`config.mk`:
```
export PLATFORM = sky130hd
export DESIGN_NAME = tsac_core
export DESIGN_NICKNAME = d
export VERILOG_FILES = /design/src/common/tsac_pkg.sv /design/src/hdl/tsac_core.sv
export SDC_FILE = /design/constraint.sdc
export NUM_CORES = 1
export LEC_CHECK = 0
export ABC_CLOCK_PERIOD_IN_PS = 3670
export BUFFER_PORTS_ARGS = -buffer_cell sky130_fd_sc_hd__buf_2
export CAP_MARGIN = 40
export CORE_ASPECT_RATIO = 0.75
export CORE_UTILIZATION = 55
export CTS_BUF_LIST = sky130_fd_sc_hd__clkbuf_2 sky130_fd_sc_hd__clkbuf_4 sky130_fd_sc_hd__clkbuf_8
export DETAILED_ROUTE_END_ITERATION = 10
export GPL_TIMING_DRIVEN = 0
export PLACE_DENSITY_LB_ADDON = 0.1
export REMOVE_ABC_BUFFERS = 1
export SYNTH_ARGS = -nofsm -noshare
export SYNTH_HDL_FRONTEND = slang
export SYNTH_SLANG_ARGS = --single-unit
```
`constraint.sdc`:
```
create_clock -name mclk -period 3.67 [get_ports mclk]
set_clock_uncertainty 0.2 [all_clocks]
set_input_delay 0.1835 -clock mclk [delete_from_list [all_inputs] [get_ports mclk]]
set_output_delay 0.1835 -clock mclk [all_outputs]
set_load 0.01 [all_outputs]
```
`src/common/tsac_pkg.sv`:
```
//----------------------------------------------------------------------
//----------------------------------------------------------------------
package tsac_pkg;

   //------------------------------------------------------------
   // Register offsets, pointer values as printed
   //------------------------------------------------------------
   localparam logic [2:0] ADDR_TEMP = 3'h0;
   localparam logic [2:0] ADDR_CFG = 3'h1;
   localparam logic [2:0] ADDR_UPPER = 3'h2;
   localparam logic [2:0] ADDR_LOWER = 3'h3;
   localparam logic [2:0] ADDR_PTR = 3'h4;
   localparam logic [2:0] ADDR_PTRDATA = 3'h5;

   // Reset values
   localparam logic [7:0] CFG_RST = 8'h40;
   localparam logic [7:0] UPPER_RST = 8'h7f;
   localparam logic [7:0] LOWER_RST = 8'h80;
   localparam logic [1:0] PTR_RST = 2'h0;

   // Serial bus constants
   localparam logic [6:0] ARA_ADDR = 7'h0c;
   localparam logic [6:0] SLAVE_ADDR = 7'h48;
   localparam logic [3:0] BITS_PER_BYTE = 4'h8;

   //------------------------------------------------------------
   // Timing
   //------------------------------------------------------------
   localparam int CLK_NS = 50;
   localparam int PERIOD_MS = 800;
   localparam int WAKE_NS = 4000;
   localparam int CONV_NS = 25000;
   localparam int PERIOD_CYC = PERIOD_MS * 1000000 / CLK_NS;
   localparam int WAKE_CYC = (WAKE_NS + CLK_NS - 1) / CLK_NS;
   localparam int CONV_CYC = (CONV_NS + CLK_NS - 1) / CLK_NS;

   // Configuration byte, D7 down to D0
   typedef struct packed {
      logic sleep;
      logic bit6;
      logic alertOff;
      logic polHigh;
      logic alertClr;
      logic oneShot;
      logic [1:0] spare;
   } tsac_cfg_s;

   // Open-drain pin drive
   typedef struct packed {
      logic out;
      logic oe;
   } tsac_od_s;

   typedef enum logic [2:0] {
      CV_IDLE = 3'b001,
      CV_WAKE = 3'b010,
      CV_BUSY = 3'b100
   } tsac_conv_e;

   typedef enum logic [4:0] {
      AR_IDLE = 5'b00001,
      AR_ADDR = 5'b00010,
      AR_ACK = 5'b00100,
      AR_DATA = 5'b01000,
      AR_WAIT = 5'b10000
   } tsac_ara_e;

endpackage

```
`src/hdl/tsac_core.sv`:
```
// The implementer's own choices: the address-and-strobe port and the address map.
`timescale 1ns/1ps
module tsac_core #(
   parameter int PeriodCyc = tsac_pkg::PERIOD_CYC,
   parameter int WakeCyc = tsac_pkg::WAKE_CYC,
   parameter int ConvCyc = tsac_pkg::CONV_CYC,
   parameter logic [6:0] SlaveAddr = tsac_pkg::SLAVE_ADDR
) (
   // Clock and reset
   input wire logic mclk,
   input wire logic sys_rst,
   // Register port
   input wire logic [2:0] regAddr,
   input wire logic [7:0] regWrData,
   input wire logic regWr,
   input wire logic regRd,
   output logic [15:0] regRdData,
   // Two-wire link
   input wire logic sclIn,
   input wire logic sdaIn,
   output tsac_pkg::tsac_od_s sdaPin,
   // Alert pin
   output tsac_pkg::tsac_od_s alertPin,
   // Converter front end
   input wire logic [9:0] sensorCode,
   output logic convBusy,
   output logic powerDown
);

   //---------------------------------------------------------------
   // Declarations
   //---------------------------------------------------------------
   localparam int CntW = $clog2(ConvCyc + WakeCyc + 1);
   localparam int PerW = $clog2(PeriodCyc + 1);
   localparam int WakeMax = WakeCyc;

   tsac_pkg::tsac_cfg_s cfg, newCfg;
   logic [7:0] upper, lower;
   logic [1:0] ptr;
   logic [9:0] tempResult;
   logic upFlag, lowFlag, alertFlag, alertState, newResult;
   tsac_pkg::tsac_conv_e convState, next_conv;
   logic [CntW-1:0] cnt, next_cnt;
   logic [PerW-1:0] periodCnt;
   logic sclS1, sclS2, sclD, sdaS1, sdaS2, sdaD;
   logic busActive;
   tsac_pkg::tsac_ara_e araState, next_ara;
   logic [3:0] araBits, next_bits;
   logic [7:0] araShift, next_shift;
   logic next_drv;

   //---------------------------------------------------------------
   // Register decode
   //---------------------------------------------------------------
   // Pointer window reaches whichever register the pointer selects
   wire logic [2:0] effAddr = (regAddr == tsac_pkg::ADDR_PTRDATA) ?
      {1'b0, ptr} : regAddr;
   wire logic wrCfg = regWr && effAddr == tsac_pkg::ADDR_CFG;
   wire logic wrUpper = regWr && effAddr == tsac_pkg::ADDR_UPPER;
   wire logic wrLower = regWr && effAddr == tsac_pkg::ADDR_LOWER;
   wire logic wrPtr = regWr && regAddr == tsac_pkg::ADDR_PTR;
   wire logic tempRd = regRd && effAddr == tsac_pkg::ADDR_TEMP;
   assign newCfg = tsac_pkg::tsac_cfg_s'(regWrData);
   wire logic oneShotWr = wrCfg && newCfg.oneShot;
   wire logic sleepWr = wrCfg && newCfg.sleep && !newCfg.oneShot;

   // Result word: ten result bits, three flags, zero pad
   wire logic [15:0] tempWord = {tempResult, alertFlag, upFlag,
      lowFlag, 3'h0};
   // Reads stay live in power-down: nothing here is gated by sleep
   wire logic [15:0] rdMux =
      (effAddr == tsac_pkg::ADDR_TEMP) ? tempWord :
      (effAddr == tsac_pkg::ADDR_CFG) ? {8'h00, cfg} :
      (effAddr == tsac_pkg::ADDR_UPPER) ? {8'h00, upper} :
      (effAddr == tsac_pkg::ADDR_LOWER) ? {8'h00, lower} :
      (regAddr == tsac_pkg::ADDR_PTR) ? {14'h0000, ptr} :
      16'h0000;

   // Read data stands only in the cycle after the strobe
   always_ff @(posedge mclk) begin
      if (sys_rst) begin
         regRdData <= 16'h0000;
      end else begin
         regRdData <= regRd ? rdMux : 16'h0000;
      end
   end

   //---------------------------------------------------------------
   // Writable registers
   //---------------------------------------------------------------
   // Clear and one-shot bits act on the write and are never stored
   always_ff @(posedge mclk) begin
      if (sys_rst) begin
         cfg <= tsac_pkg::tsac_cfg_s'(tsac_pkg::CFG_RST);
         upper <= tsac_pkg::UPPER_RST;
         lower <= tsac_pkg::LOWER_RST;
         ptr <= tsac_pkg::PTR_RST;
      end else begin
         if (wrCfg) begin
            cfg <= {newCfg[7:4], 2'b00, newCfg.spare};
         end
         if (wrUpper) begin
            upper <= regWrData;
         end
         if (wrLower) begin
            lower <= regWrData;
         end
         if (wrPtr) begin
            ptr <= regWrData[1:0];
         end
      end
   end

   //---------------------------------------------------------------
   // Link input synchronisers and frame tracking
   //---------------------------------------------------------------
   always_ff @(posedge mclk) begin
      if (sys_rst) begin
         sclS1 <= 1'b1;
         sclS2 <= 1'b1;
         sclD <= 1'b1;
         sdaS1 <= 1'b1;
         sdaS2 <= 1'b1;
         sdaD <= 1'b1;
      end else begin
         sclS1 <= sclIn;
         sclS2 <= sclS1;
         sclD <= sclS2;
         sdaS1 <= sdaIn;
         sdaS2 <= sdaS1;
         sdaD <= sdaS2;
      end
   end

   wire logic sclRise = sclS2 && !sclD;
   wire logic sclFall = !sclS2 && sclD;
   wire logic startCond = !sdaS2 && sdaD && sclS2 && sclD;
   wire logic stopCond = sdaS2 && !sdaD && sclS2 && sclD;

   // A frame runs from start to stop; repeated starts keep it open
   always_ff @(posedge mclk) begin
      if (sys_rst) begin
         busActive <= 1'b0;
      end else begin
         busActive <= startCond || (busActive && !stopCond);
      end
   end

   //---------------------------------------------------------------
   // Conversion scheduler
   //---------------------------------------------------------------
   wire logic periodTick = periodCnt == PerW'(PeriodCyc - 1);
   wire logic convEnd = convState == tsac_pkg::CV_BUSY &&
      cnt == CntW'(ConvCyc - 1) && !sleepWr;
   // Strobes count as access too: a word read mid-load could tear
   wire logic accessNow = busActive || regRd || regWr;
   wire logic update = convEnd && !accessNow;

   // Next state of the wake and busy sequencer
   always_comb begin
      next_conv = convState;
      next_cnt = cnt;
      case (convState)
         tsac_pkg::CV_IDLE: begin
            if (oneShotWr && newCfg.sleep) begin
               next_conv = tsac_pkg::CV_WAKE;
               next_cnt = '0;
            end else if (oneShotWr) begin
               next_conv = tsac_pkg::CV_BUSY;
               next_cnt = '0;
            end else if (!cfg.sleep && !sleepWr && periodTick) begin
               next_conv = tsac_pkg::CV_BUSY;
               next_cnt = '0;
            end
         end
         tsac_pkg::CV_WAKE: begin
            if (cnt == CntW'(WakeCyc - 1)) begin
               next_conv = tsac_pkg::CV_BUSY;
               next_cnt = '0;
            end else begin
               next_cnt = cnt + 1'b1;
            end
         end
         tsac_pkg::CV_BUSY: begin
            if (sleepWr) begin
               next_conv = tsac_pkg::CV_IDLE;
               next_cnt = '0;
            end else if (cnt == CntW'(ConvCyc - 1)) begin
               next_conv = tsac_pkg::CV_IDLE;
               next_cnt = '0;
            end else begin
               next_cnt = cnt + 1'b1;
            end
         end
         default: begin
            next_conv = tsac_pkg::CV_IDLE;
            next_cnt = '0;
         end
      endcase
   end

   always_ff @(posedge mclk) begin
      if (sys_rst) begin
         convState <= tsac_pkg::CV_IDLE;
         cnt <= '0;
      end else begin
         convState <= next_conv;
         cnt <= next_cnt;
      end
   end

   // Period restarts on a one-shot, held at zero while asleep
   always_ff @(posedge mclk) begin
      if (sys_rst || cfg.sleep || oneShotWr || periodTick) begin
         periodCnt <= '0;
      end else begin
         periodCnt <= periodCnt + 1'b1;
      end
   end

   // Status pins for the analog side
   always_ff @(posedge mclk) begin
      if (sys_rst) begin
         convBusy <= 1'b0;
         powerDown <= 1'b0;
      end else begin
         convBusy <= convState != tsac_pkg::CV_IDLE;
         powerDown <= cfg.sleep && convState == tsac_pkg::CV_IDLE;
      end
   end

   //---------------------------------------------------------------
   // Result, flags and alert
   //---------------------------------------------------------------
   wire logic [7:0] tWhole = tempResult[9:2];
   wire logic overUpper = $signed(tWhole) > $signed(upper);
   wire logic underLower = $signed(tWhole) < $signed(lower);
   wire logic alertSet = newResult && overUpper;
   wire logic alertClr = (wrCfg && newCfg.alertClr) ||
      (newResult && underLower);
   wire logic asserted = alertState && !cfg.alertOff;
   wire logic pulling = alertPin.oe && !cfg.polHigh;

   // Flags: a condition still true on the clearing read wins
   always_ff @(posedge mclk) begin
      if (sys_rst) begin
         tempResult <= 10'h000;
         newResult <= 1'b0;
         upFlag <= 1'b0;
         lowFlag <= 1'b0;
         alertFlag <= 1'b0;
         alertState <= 1'b0;
      end else begin
         if (update) begin
            tempResult <= sensorCode;
         end
         newResult <= update;
         upFlag <= overUpper || (upFlag && !tempRd);
         lowFlag <= underLower || (lowFlag && !tempRd);
         alertFlag <= alertState || (alertFlag && !tempRd);
         alertState <= alertSet || (alertState && !alertClr);
      end
   end

   // Pin pulls low when asserted low, or when idle in high polarity
   always_ff @(posedge mclk) begin
      if (sys_rst) begin
         alertPin <= '0;
      end else begin
         alertPin.out <= 1'b0;
         alertPin.oe <= asserted ^ cfg.polHigh;
      end
   end

   //---------------------------------------------------------------
   // Alert response address responder
   //---------------------------------------------------------------
   always_comb begin
      next_ara = araState;
      next_bits = araBits;
      next_shift = araShift;
      next_drv = sdaPin.oe;
      if (stopCond) begin
         next_ara = tsac_pkg::AR_IDLE;
         next_drv = 1'b0;
      end else if (startCond) begin
         next_ara = tsac_pkg::AR_ADDR;
         next_bits = 4'h0;
         next_drv = 1'b0;
      end else begin
         case (araState)
            tsac_pkg::AR_ADDR: begin
               if (sclRise) begin
                  next_shift = {araShift[6:0], sdaS2};
                  next_bits = araBits + 1'b1;
               end else if (sclFall &&
                            araBits == tsac_pkg::BITS_PER_BYTE) begin
                  if (araShift == {tsac_pkg::ARA_ADDR, 1'b1} &&
                      pulling) begin
                     next_ara = tsac_pkg::AR_ACK;
                     next_drv = 1'b1;
                  end else begin
                     next_ara = tsac_pkg::AR_WAIT;
                  end
               end
            end
            tsac_pkg::AR_ACK: begin
               if (sclFall) begin
                  next_ara = tsac_pkg::AR_DATA;
                  next_shift = {SlaveAddr, 1'b1};
                  next_bits = 4'h0;
                  next_drv = !SlaveAddr[6];
               end
            end
            tsac_pkg::AR_DATA: begin
               if (sclRise) begin
                  next_bits = araBits + 1'b1;
                  // Released a one but line is low: a lower address won
                  if (!sdaPin.oe && !sdaS2) begin
                     next_ara = tsac_pkg::AR_WAIT;
                  end
               end else if (sclFall) begin
                  if (araBits == tsac_pkg::BITS_PER_BYTE) begin
                     next_ara = tsac_pkg::AR_WAIT;
                     next_drv = 1'b0;
                  end else begin
                     next_shift = {araShift[6:0], 1'b0};
                     next_drv = !araShift[6];
                  end
               end
            end
            default: begin
               next_drv = 1'b0;
            end
         endcase
      end
   end

   always_ff @(posedge mclk) begin
      if (sys_rst) begin
         araState <= tsac_pkg::AR_IDLE;
         araBits <= 4'h0;
         araShift <= 8'h00;
         sdaPin <= '0;
      end else begin
         araState <= next_ara;
         araBits <= next_bits;
         araShift <= next_shift;
         sdaPin.out <= 1'b0;
         sdaPin.oe <= next_drv;
      end
   end

   //---------------------------------------------------------------
   // Checks
   //---------------------------------------------------------------
   property p_rst_vals;
      @(posedge mclk) disable iff (sys_rst)
      $fell(sys_rst) |-> upper == tsac_pkg::UPPER_RST &&
         lower == tsac_pkg::LOWER_RST && ptr == tsac_pkg::PTR_RST &&
         cfg == tsac_pkg::CFG_RST;
   endproperty
   a_rst_vals: assert property (p_rst_vals)
      else $error("register defaults wrong after reset");

   property p_pol;
      @(posedge mclk) disable iff (sys_rst)
      alertState && !cfg.alertOff && !cfg.polHigh ##1
         $stable(cfg) |-> alertPin.oe;
   endproperty
   a_pol: assert property (p_pol)
      else $error("active-low alert not pulling");

   property p_off;
      @(posedge mclk) disable iff (sys_rst)
      cfg.alertOff ##1 $stable(cfg) |-> alertPin.oe == cfg.polHigh;
   endproperty
   a_off: assert property (p_off)
      else $error("disabled alert still asserted");

   property p_od;
      @(posedge mclk) disable iff (sys_rst)
      !alertPin.out && !sdaPin.out;
   endproperty
   a_od: assert property (p_od)
      else $error("open-drain pin driven high");

   property p_ack;
      @(posedge mclk) disable iff (sys_rst)
      $rose(sdaPin.oe) && araState == tsac_pkg::AR_ACK |->
         $past(alertPin.oe) && !$past(cfg.polHigh);
   endproperty
   a_ack: assert property (p_ack)
      else $error("alert response acked without alert");

   property p_arb;
      @(posedge mclk) disable iff (sys_rst)
      araState == tsac_pkg::AR_DATA && sclRise && !sdaPin.oe &&
         !sdaS2 && !stopCond && !startCond |=>
         araState == tsac_pkg::AR_WAIT ##1 !sdaPin.oe;
   endproperty
   a_arb: assert property (p_arb)
      else $error("lost arbitration but kept driving");

   property p_set;
      @(posedge mclk) disable iff (sys_rst)
      newResult && overUpper |=> alertState;
   endproperty
   a_set: assert property (p_set)
      else $error("alert not set above upper limit");

   property p_clr;
      @(posedge mclk) disable iff (sys_rst)
      wrCfg && newCfg.alertClr && !alertSet |=> !alertState;
   endproperty
   a_clr: assert property (p_clr)
      else $error("alert not cleared by config write");

   property p_auto;
      @(posedge mclk) disable iff (sys_rst)
      convState == tsac_pkg::CV_IDLE && periodTick && !cfg.sleep &&
         !sleepWr && !(oneShotWr && newCfg.sleep) |=>
         convState == tsac_pkg::CV_BUSY;
   endproperty
   a_auto: assert property (p_auto)
      else $error("scheduled conversion did not start");

   property p_one;
      @(posedge mclk) disable iff (sys_rst)
      oneShotWr && !newCfg.sleep && convState == tsac_pkg::CV_IDLE
         |=> convState == tsac_pkg::CV_BUSY && periodCnt == '0;
   endproperty
   a_one: assert property (p_one)
      else $error("one-shot did not start or restart period");

   property p_load;
      @(posedge mclk) disable iff (sys_rst)
      convEnd && !accessNow |=> tempResult == $past(sensorCode);
   endproperty
   a_load: assert property (p_load)
      else $error("finished result not loaded");

   property p_hold;
      @(posedge mclk) disable iff (sys_rst)
      convEnd && accessNow |=> $stable(tempResult);
   endproperty
   a_hold: assert property (p_hold)
      else $error("result loaded during access");

   property p_sleep;
      @(posedge mclk) disable iff (sys_rst)
      sleepWr ##1 !oneShotWr |-> convState == tsac_pkg::CV_IDLE ##1
         powerDown;
   endproperty
   a_sleep: assert property (p_sleep)
      else $error("power-down not entered");

   property p_wake;
      @(posedge mclk) disable iff (sys_rst)
      oneShotWr && newCfg.sleep && convState == tsac_pkg::CV_IDLE |=>
         convState == tsac_pkg::CV_WAKE ##[WakeMax:WakeMax]
         convState == tsac_pkg::CV_BUSY;
   endproperty
   a_wake: assert property (p_wake)
      else $error("wake interval wrong");

   property p_stay;
      @(posedge mclk) disable iff (sys_rst)
      convState == tsac_pkg::CV_IDLE && cfg.sleep && !oneShotWr |=>
         convState == tsac_pkg::CV_IDLE;
   endproperty
   a_stay: assert property (p_stay)
      else $error("woke without one-shot");

   property p_flag;
      @(posedge mclk) disable iff (sys_rst)
      tempRd && !overUpper ##1 !overUpper |-> !upFlag;
   endproperty
   a_flag: assert property (p_flag)
      else $error("flag not cleared by result read");

   property p_resp;
      @(posedge mclk) disable iff (sys_rst)
      araState == tsac_pkg::AR_ACK && sclFall && !stopCond &&
         !startCond |=> araShift == {SlaveAddr, 1'b1};
   endproperty
   a_resp: assert property (p_resp)
      else $error("response byte is not own address");

endmodule

```
==> metrics.log, run 1 <==
INFO  metric status = completed
INFO  metric die_span_y = 89.9 um
INFO  metric cp_data_arrival_time = 2.72 ns
INFO  metric report.final.hold_viol_count = 0
INFO  metric core_area = 9810 um2
INFO  metric p_leak = 2.70 nW
INFO  metric reg2reg_slack = 1.19 ns
INFO  metric clockPowerShare = 41.3%
INFO  metric layout-area-overhead-vs-synth = 16.7%
INFO  metric pwr-share-seq = 49.9%
INFO  metric synth.most_common_cell = sky130_fd_sc_hd__dfxtp_1
INFO  metric finalCritPeriodShare = 70.8%
INFO  metric critPathRequiredTime = 3.79 ns
INFO  metric post_synth_num_cell_types = 74
INFO  metric number_of_synthesized_flops_with_an_enable_pin = 0
INFO  metric drt_pre_antenna_iters = 7
INFO  metric syn-mean-instance-area = 8.78 um2
INFO  metric synth_warnings = 0
INFO  metric synth_top_area_share = 42.4%
INFO  metric synthesis.instances = 645
INFO  metric crit_chain = dlygate4sd3_1 -> buf_2 -> nand3b_2 -> a211oi_4 -> a2111oi_4 -> o21a_1 -> and3_1 -> a221o_1
INFO  metric setup-tns-final = 0 ns
INFO  metric power.switching_fraction = 23.9%
INFO  metric timing.final.max_slew_violations = 0
INFO  metric groute.usage.overall = 24.7%
INFO  metric synth_flop_cell = sky130_fd_sc_hd__dfxtp_1
INFO  metric power.density = 413 nW/um2
INFO  metric critPathKind = in2reg
INFO  metric grt_setup_unrepaired = no
INFO  metric clkLatencyLatePin = 0.43 ns
INFO  metric boundaryPins = 49
INFO  metric die-area = 10700 um2
INFO  metric count_of_inserted_antenna_diode_cells = 0
INFO  metric antenna_found_initial = 0
INFO  metric drive_above_1_share = 14.7%
INFO  metric syn-cell-area = 5660 um2
INFO  metric period_needed = 2.60 ns
INFO  metric die_extent_in_x = 119 um
INFO  metric maxCapViolations = 0
INFO  metric cts_hold_buffers = 23
INFO  metric detailedPlacementHpwl = 8870 um
INFO  metric synth_area_leader_cell = sky130_fd_sc_hd__dfxtp_1
INFO  metric starting_density = 57.7%
INFO  metric cts_tree = done
INFO  metric gp_routability_congestion = 0.843
INFO  metric worst_path_largest_cell_delay = 0.52 ns
INFO  metric number_of_buffers_added_by_the_clock_tree_synthesis_step = 17
INFO  metric clock_pin_slew_of_the_registers_on_the_worst_case_setup_and_hold_paths = 0.06 ns
INFO  metric internal-power = 0.00208 W
INFO  metric detail_route.iter0.violations = 312
INFO  metric grt_first_pass_wirelength = 21200 um
INFO  metric layout.core_utilization = 67.4%
INFO  metric combPwrFrac = 8.8%
INFO  metric clock.fmax = 385 MHz
INFO  metric critical_path.endpoint_type = flop
INFO  metric crit_path_top_delay_cell = sky130_fd_sc_hd__dlygate4sd3_1
INFO  metric max_slew.worst_pin.slew = 0.910 ns
INFO  metric worst_ir_drop_on_vdd = 269 uV
INFO  metric crit_fanout = 20
INFO  metric postRouteWirelength = 12600 um
INFO  metric netSwitchingPower = 0.000652 W
INFO  metric critical_path.startpoint = regWr
INFO  metric synth_seq_area_share = 42.4%
INFO  metric vias = 4843
INFO  metric drt-vias-per-instance = 5.64
INFO  metric biggest_area_contributors_in_the_synthesized_netlist = sky130_fd_sc_hd__dfxtp_1 42%, sky130_fd_sc_hd__ha_1 4.6%, sky130_fd_sc_hd__nand2_1 4.6%, sky130_fd_sc_hd__nor2_1 4.5%, sky130_fd_sc_hd__a21oi_1 3.3%
INFO  metric ctsHtreeMaxLevel = 4
INFO  metric number_of_design_rule_violations_left_after_detail_routing = 0
INFO  metric buffer_depth_of_the_longest_clock_path = 2
INFO  metric timing.critical_path.from_type = input port
INFO  metric vias_in_the_first_global_route = 4644
INFO  metric grt_start_max_net_pins = 44
INFO  metric final-setup-viol-count = 0
INFO  metric reg2reg_depth = 6
INFO  metric end_point_of_the_critical_path = cnt[8]$_SDFFE_PP0P_
INFO  metric fin_nets = 763
INFO  metric place.port_buffers = 46
INFO  metric synth.top_cells.by_count = 120 x sky130_fd_sc_hd__dfxtp_1, 70 x sky130_fd_sc_hd__nand2_1, 68 x sky130_fd_sc_hd__nor2_1, 37 x sky130_fd_sc_hd__a21oi_1, 37 x sky130_fd_sc_hd__nand3_1
INFO  metric reg2reg_to = tempResult[3]$_SDFFE_PP0P_
INFO  metric detail-route-antenna-nets = 0
INFO  metric cts.repair_timing.setup_buffer_count = 0
INFO  metric n_fill_cell = 810
INFO  metric slew_headroom = 39.1%
INFO  metric synthArstFlopShare = 0%
INFO  metric clock-sinks = 120
INFO  metric clk_root_buffer_cell = sky130_fd_sc_hd__clkbuf_8
INFO  metric overflow = 0
INFO  metric wl_per_cell = 14.7 um
INFO  metric min-delay-path-class = in2reg
INFO  metric worstReg2RegStart = cnt[0]$_SDFFE_PP0P_
INFO  metric rows = 31
INFO  metric synth.ff_latch_count = 120
INFO  metric cts-resized-gates = 0
worst max-delay path, delay by kind of cell:
| family | cells | cell delay [ns] |
|---|---|---|
| simple gates | 2 | 0.41 |
| compound gates | 4 | 1.23 |
| buf+inv | 2 | 0.88 |
flip-flops by register name (all words and copies together), names as in the netlist, 2 cells and up:
signal	cells
upper	8
periodCnt	24
lower	8
convState	3
araShift	8
regRdData	16
cfg	6
araBits	4
araState	5
ptr	2
cnt	10
tempResult	10
cell type report:
type	count	area, um2	share of cell area, %
flip-flops and latches	120	2400	36.3
inverters	35	131	1.99
clock inverters	3	40.0	0.605
multi-input cells	467	3020	45.7
well taps	132	165	2.50
repair buffers	74	515	7.80
clock buffers	27	334	5.05
worst min path at each step:
stage,from,to,depth (start not counted)
after floorplan,sys_rst,araShift[1]$_SDFFE_PP0P_,1
after global routing,sys_rst,tempResult[4]$_SDFFE_PP0P_,2
after detailed placement,sclIn,sclS1$_SDFF_PP1_,2
after global placement,sclIn,sclS1$_SDFF_PP1_,2
final,sys_rst,convState[1]$_SDFFE_PP0P_,2
after CTS,regAddr[1],regRdData[8]$_SDFF_PP0_,4
cells by family (layout without fill, tap and decap cells):
group	after synthesis	in the layout	synth area share (%)
compound gates	121	121	16.1
xor+xnor	27	27	4.18
fa+ha+maj	21	21	4.64
buf+inv	59	139	4.33
flops	120	120	42.4
mux	13	13	2.30
other cells	1	2	0.0662
simple gates	283	283	26.0
metal layers:
metal	routed length, um	GRT usage, %	vias to the layer above
met5	0	0	-
met4	153	8.44	0
met3	734	7.30	17
met2	5700	39.7	134
met1	6020	31.7	2288
li1	-	-	2404
placed cells by master, fill, tap and decap left out, drive strengths merged, types with 9 or more instances in the layout:
cell         instances
xor2                14
clkbuf              27
buf                 51
dlygate4sd3         23
or2                 10
nand2b              11
o21ai               11
ha                  21
nand3               37
and2                11
nor3                11
inv                 35
a21o                 9
dfxtp              120
mux2i               13
and3                 9
nand3b              10
nand4               10
nor2                69
nand2               70
xnor2               13
a21oi               37
nor2b               10
power groups by stage:
stage          clock (W)  combinational (W)  sequential [W]
6_report         0.00113           0.000240         0.00136
5_1_grt          0.00121           0.000263         0.00136
4_1_cts          0.00114           0.000236         0.00136
3_5_place_dp           0           0.000216         0.00139
3_3_place_gp           0           0.000204         0.00139
2_1_floorplan          0           0.000136         0.00138
metrics by stage:
stage / cell area, um2 / cells / hold slack (ns) / power (W) / setup WS (ns)
after floorplan: 5550 / 622 / 0.0526 / 0.00152 / 1.27
final: 6610 / 858 / 0.0554 / 0.00273 / 1.07
after global routing: 6610 / 858 / 0.0693 / 0.00283 / 0.957
after global placement: 5950 / 800 / 0.165 / 0.00159 / 0.802
after CTS: 6610 / 858 / 0.0435 / 0.00274 / 1.13
after detailed placement: 6010 / 805 / 0.168 / 0.00160 / 1.16
Note: power is estimated with default switching activity, not from simulation.
==> run 2: changes to the inputs <==
ABC_AREA = 1   (was not set)
ABC_CLOCK_PERIOD_IN_PS = 2660   (was 3670)
clock period = 2.66 ns   (was 3.67 ns; I/O delays follow)
==> run 2 against run 1 <==
  * Clock power is 43% higher
  * Critical path depth unchanged
  * Non-clock buffer count shrank 2
  * Highest routed layer unchanged
  * Critical endpoint unchanged
  * Register-to-register slack worse by 0.97 ns
  * Synthesized area grew 4.2%
  * Cell count is 21% higher
==> metrics.log, run 2 <==
INFO  metric finalCritPeriodShare = 91.7%
INFO  metric post_synth_num_cell_types = 50 (-32%)
INFO  metric synthesis.instances = 815 (+26%)
INFO  metric die_extent_in_x = 122 um (+2.0%)
INFO  metric number_of_design_rule_violations_left_after_detail_routing = 0 (unchanged)
INFO  metric grt_start_max_net_pins = 35 (-20%)
INFO  metric syn-cell-area = 5900 um2 (+4.2%)
INFO  metric min-delay-path-class = in2reg
INFO  metric drive_above_1_share = 15.0% (+0.21 points)
INFO  metric grt_setup_unrepaired = no
INFO  metric largest_register = periodCnt
INFO  metric clock_pin_slew_of_the_registers_on_the_worst_case_setup_and_hold_paths = 0.07 ns (about the same)
INFO  metric layout-area-overhead-vs-synth = 15.9%
INFO  metric synth_warnings = 0 (unchanged)
INFO  metric p_leak = 3.00 nW (+11%)
INFO  metric worst_ir_drop_on_vdd = 409 uV (+52%)
INFO  metric final_cell_mix = 136 x sky130_fd_sc_hd__nand2_1, 131 x sky130_fd_sc_hd__nor2_1, 120 x sky130_fd_sc_hd__dfxtp_1, 110 x sky130_fd_sc_hd__inv_1, 61 x sky130_fd_sc_hd__a21oi_1
INFO  metric detailedPlacementHpwl = 9840 um (+11%)
INFO  metric biggest_area_contributors_in_the_synthesized_netlist = sky130_fd_sc_hd__dfxtp_1 41%, sky130_fd_sc_hd__nand2_1 8.7%, sky130_fd_sc_hd__nor2_1 8.3%, sky130_fd_sc_hd__inv_1 7.0%, sky130_fd_sc_hd__a21oi_1 5.2%
INFO  metric synth_flop_cell = sky130_fd_sc_hd__dfxtp_1
INFO  metric power.density = 584 nW/um2 (+42%)
INFO  metric rows = 32 (+3.2%)
INFO  metric max_slew.worst_pin.slew = 0.864 ns (-0.0462 ns)
INFO  metric crit_chain = ha_1 -> nand2_1 -> nor2_1 -> nand3_1 -> o21ai_0 -> nand2_2 -> a21oi_1 -> nor2_1
INFO  metric reg2reg_slack = 0.22 ns (-0.97 ns)
INFO  metric cp_data_arrival_time = 2.53 ns (-0.19 ns)
INFO  metric wl_per_cell = 13.1 um (-11%)
INFO  metric die_span_y = 91.7 um (+2.0%)
INFO  metric synth_area_leader_cell = sky130_fd_sc_hd__dfxtp_1
INFO  metric final-setup-viol-count = 0 (unchanged)
INFO  metric grt_first_pass_wirelength = 23100 um (+9.0%)
INFO  metric status = completed
INFO  metric slew_headroom = 42.0% (+2.9 points)
INFO  metric vias = 5379 (+11%)
INFO  metric cts-resized-gates = 0 (unchanged)
INFO  metric layout.core_utilization = 65.9% (-1.5 points)
INFO  metric clkLatencyLatePin = 0.43 ns (about the same)
INFO  metric period_needed = 2.44 ns
INFO  metric synth_seq_area_share = 40.7% (-1.7 points)
INFO  metric vias_in_the_first_global_route = 5057 (+8.9%)
INFO  metric reg2reg_depth = 8 (+2)
INFO  metric boundaryPins = 49 (unchanged)
INFO  metric drt-vias-per-instance = 5.18 (-8.3%)
INFO  metric final_common_cell = sky130_fd_sc_hd__nand2_1
INFO  metric number_of_synthesized_flops_with_an_enable_pin = 0 (unchanged)
INFO  metric place.port_buffers = 46 (unchanged)
INFO  metric overflow = 0 (unchanged)
INFO  metric crit_path_top_delay_cell = sky130_fd_sc_hd__o21ai_0
INFO  metric timing.final.max_slew_violations = 0 (unchanged)
INFO  metric cp_top_family = simple AND/OR/NAND/NOR gates
INFO  metric maxCapViolations = 0 (unchanged)
INFO  metric critPathBufInv = 0 (-2)
INFO  metric detail-route-antenna-nets = 0 (unchanged)
INFO  metric critical_path.endpoint_type = flop
INFO  metric starting_density = 56.9% (-0.83 points)
INFO  metric report.power.total = 0.00399 W (+46%)
INFO  metric largest_reg_flops = 24 (unchanged)
INFO  metric groute.usage.overall = 26.2% (+1.5 points)
INFO  metric core_area = 10400 um2 (+5.7%)
INFO  metric critPathRequiredTime = 2.75 ns (-1.04 ns)
INFO  metric clock.fmax = 410 MHz
INFO  metric synth.most_common_cell = sky130_fd_sc_hd__nand2_1
INFO  metric clk_root_buffer_cell = sky130_fd_sc_hd__clkbuf_8
INFO  metric worstReg2RegStart = cnt[0]$_SDFFE_PP0P_
INFO  metric reg_top3 = periodCnt: 24 flops, regRdData: 16 flops
INFO  metric detail_route.iter0.violations = 400 (+28%)
INFO  metric number_of_buffers_added_by_the_clock_tree_synthesis_step = 17 (unchanged)
INFO  metric fin_nets = 938 (+23%)
INFO  metric cts_tree = done
INFO  metric buffer_depth_of_the_longest_clock_path = 2 (unchanged)
INFO  metric report.final.hold_viol_count = 0 (unchanged)
INFO  metric drt_pre_antenna_iters = 5 (-2)
INFO  metric synth.top_cells.by_count = 136 x sky130_fd_sc_hd__nand2_1, 131 x sky130_fd_sc_hd__nor2_1, 120 x sky130_fd_sc_hd__dfxtp_1, 110 x sky130_fd_sc_hd__inv_1, 61 x sky130_fd_sc_hd__a21oi_1
INFO  metric count_of_inserted_antenna_diode_cells = 0 (unchanged)
INFO  metric synthArstFlopShare = 0% (unchanged)
INFO  metric critPathKind = reg2reg
INFO  metric synth.ff_latch_count = 120 (unchanged)
INFO  metric antenna_found_initial = 0 (unchanged)
INFO  metric die-area = 11100 um2 (+4.1%)
INFO  metric worstSetupPathDepth = 8 (unchanged)
INFO  metric min-delay-start = sys_rst
INFO  metric critical_path.most_common_cell = sky130_fd_sc_hd__nor2_1
INFO  metric clock-sinks = 120 (unchanged)
INFO  metric crit_fanout = 9 (-55%)
INFO  metric timing.critical_path.from_type = flop
INFO  metric end_point_of_the_critical_path = cnt[8]$_SDFFE_PP0P_
INFO  metric ctsHtreeMaxLevel = 4 (unchanged)
INFO  metric synth_top_area_share = 40.7% (-1.7 points)
INFO  metric syn-mean-instance-area = 7.24 um2 (-18%)
INFO  metric worst_path_largest_cell_delay = 0.51 ns (about the same)
INFO  metric critical_path.startpoint = cnt[0]$_SDFFE_PP0P_
INFO  metric gp_routability_congestion = 0.846 (+0.44%)
INFO  metric postRouteWirelength = 13600 um (+7.8%)
INFO  metric reg2reg_to = cnt[8]$_SDFFE_PP0P_
run 2: cell count changes after synthesis, moves of 10 or more:
cell / delta
sky130_fd_sc_hd__a21oi_1: +24
sky130_fd_sc_hd__nor2b_1: -10
sky130_fd_sc_hd__nor2_1: +63
sky130_fd_sc_hd__xnor2_1: -11
sky130_fd_sc_hd__mux2i_1: -13
sky130_fd_sc_hd__inv_1: +75
sky130_fd_sc_hd__o21ai_0: +38
sky130_fd_sc_hd__and2_1: -11
sky130_fd_sc_hd__clkbuf_1: -10
sky130_fd_sc_hd__nand2_1: +66
sky130_fd_sc_hd__nand2b_1: -10
sky130_fd_sc_hd__nor2_2: +14
run 2: kinds of logic after synthesis:
family / Yosys count / synth area share [%]
buffers and inverters: 136 / 9.67
xor gates and xnor gates: 12 / 1.78
adders and majority gates: 21 / 4.45
AOI/OAI and AO/OA: 138 / 12.7
and+or+nand+nor: 387 / 30.6
DFF: 120 / 40.7
other: 1 / 0.0636
run 2: how the worst min path moves through the flow:
stage	to	cells past startpoint
CTS	cnt[2]$_SDFFE_PP0P_	2
finish	cnt[2]$_SDFFE_PP0P_	2
detailed placement	sdaS1$_SDFF_PP1_	2
floorplan	alertState$_SDFF_PP0_	1
global route	cnt[2]$_SDFFE_PP0P_	2
global placement	sclS1$_SDFF_PP1_	2
run 2: power by group:
group | internal [W] | switching (W) | total [W]
Clock | 0.000871 | 0.000747 | 0.00162
Sequential | 0.00186 | 0.0000376 | 0.00190
Combinational | 0.000162 | 0.000313 | 0.000475
Total | 0.00289 | 0.00110 | 0.00399
run 2: layout make-up:
| cell class | instances | area (um2) |
|---|---|---|
| clock inverters | 13 | 129 |
| flip-flops and latches | 120 | 2400 |
| fillers | 883 | 3530 |
| clock buffers | 19 | 262 |
| inverters | 119 | 448 |
| repair buffers | 72 | 495 |
| multi-input cells | 560 | 2930 |
| well taps | 136 | 170 |
run 2: through the flow:
step                      std cells  area (um2)  setup slack [ns]  hold WS (ns)  setup TNS [ns]
final                          1039        6840             0.220        0.0305               0
after floorplan                 799        5780             0.685       0.00207               0
after global routing           1039        6840            0.0498        0.0589               0
after detailed placement        982        6200             0.107         0.123               0
after CTS                      1039        6840             0.259        0.0286               0
after global placement          981        6180            -0.281         0.117           -1.09
run 2: per-layer routing:
metal	global-route usage, %	part of all wire, %	up-vias
met5	0	0	-
met4	7.61	1.3	0
met3	5.78	6.1	17
met2	40.6	43	151
met1	36.3	50	2436
li1	-	-	2775
run 2: timing repair:
action	CTS	global route
hold endpoints to repair	42	0
hold buffers	25	0
setup buffers	0	0
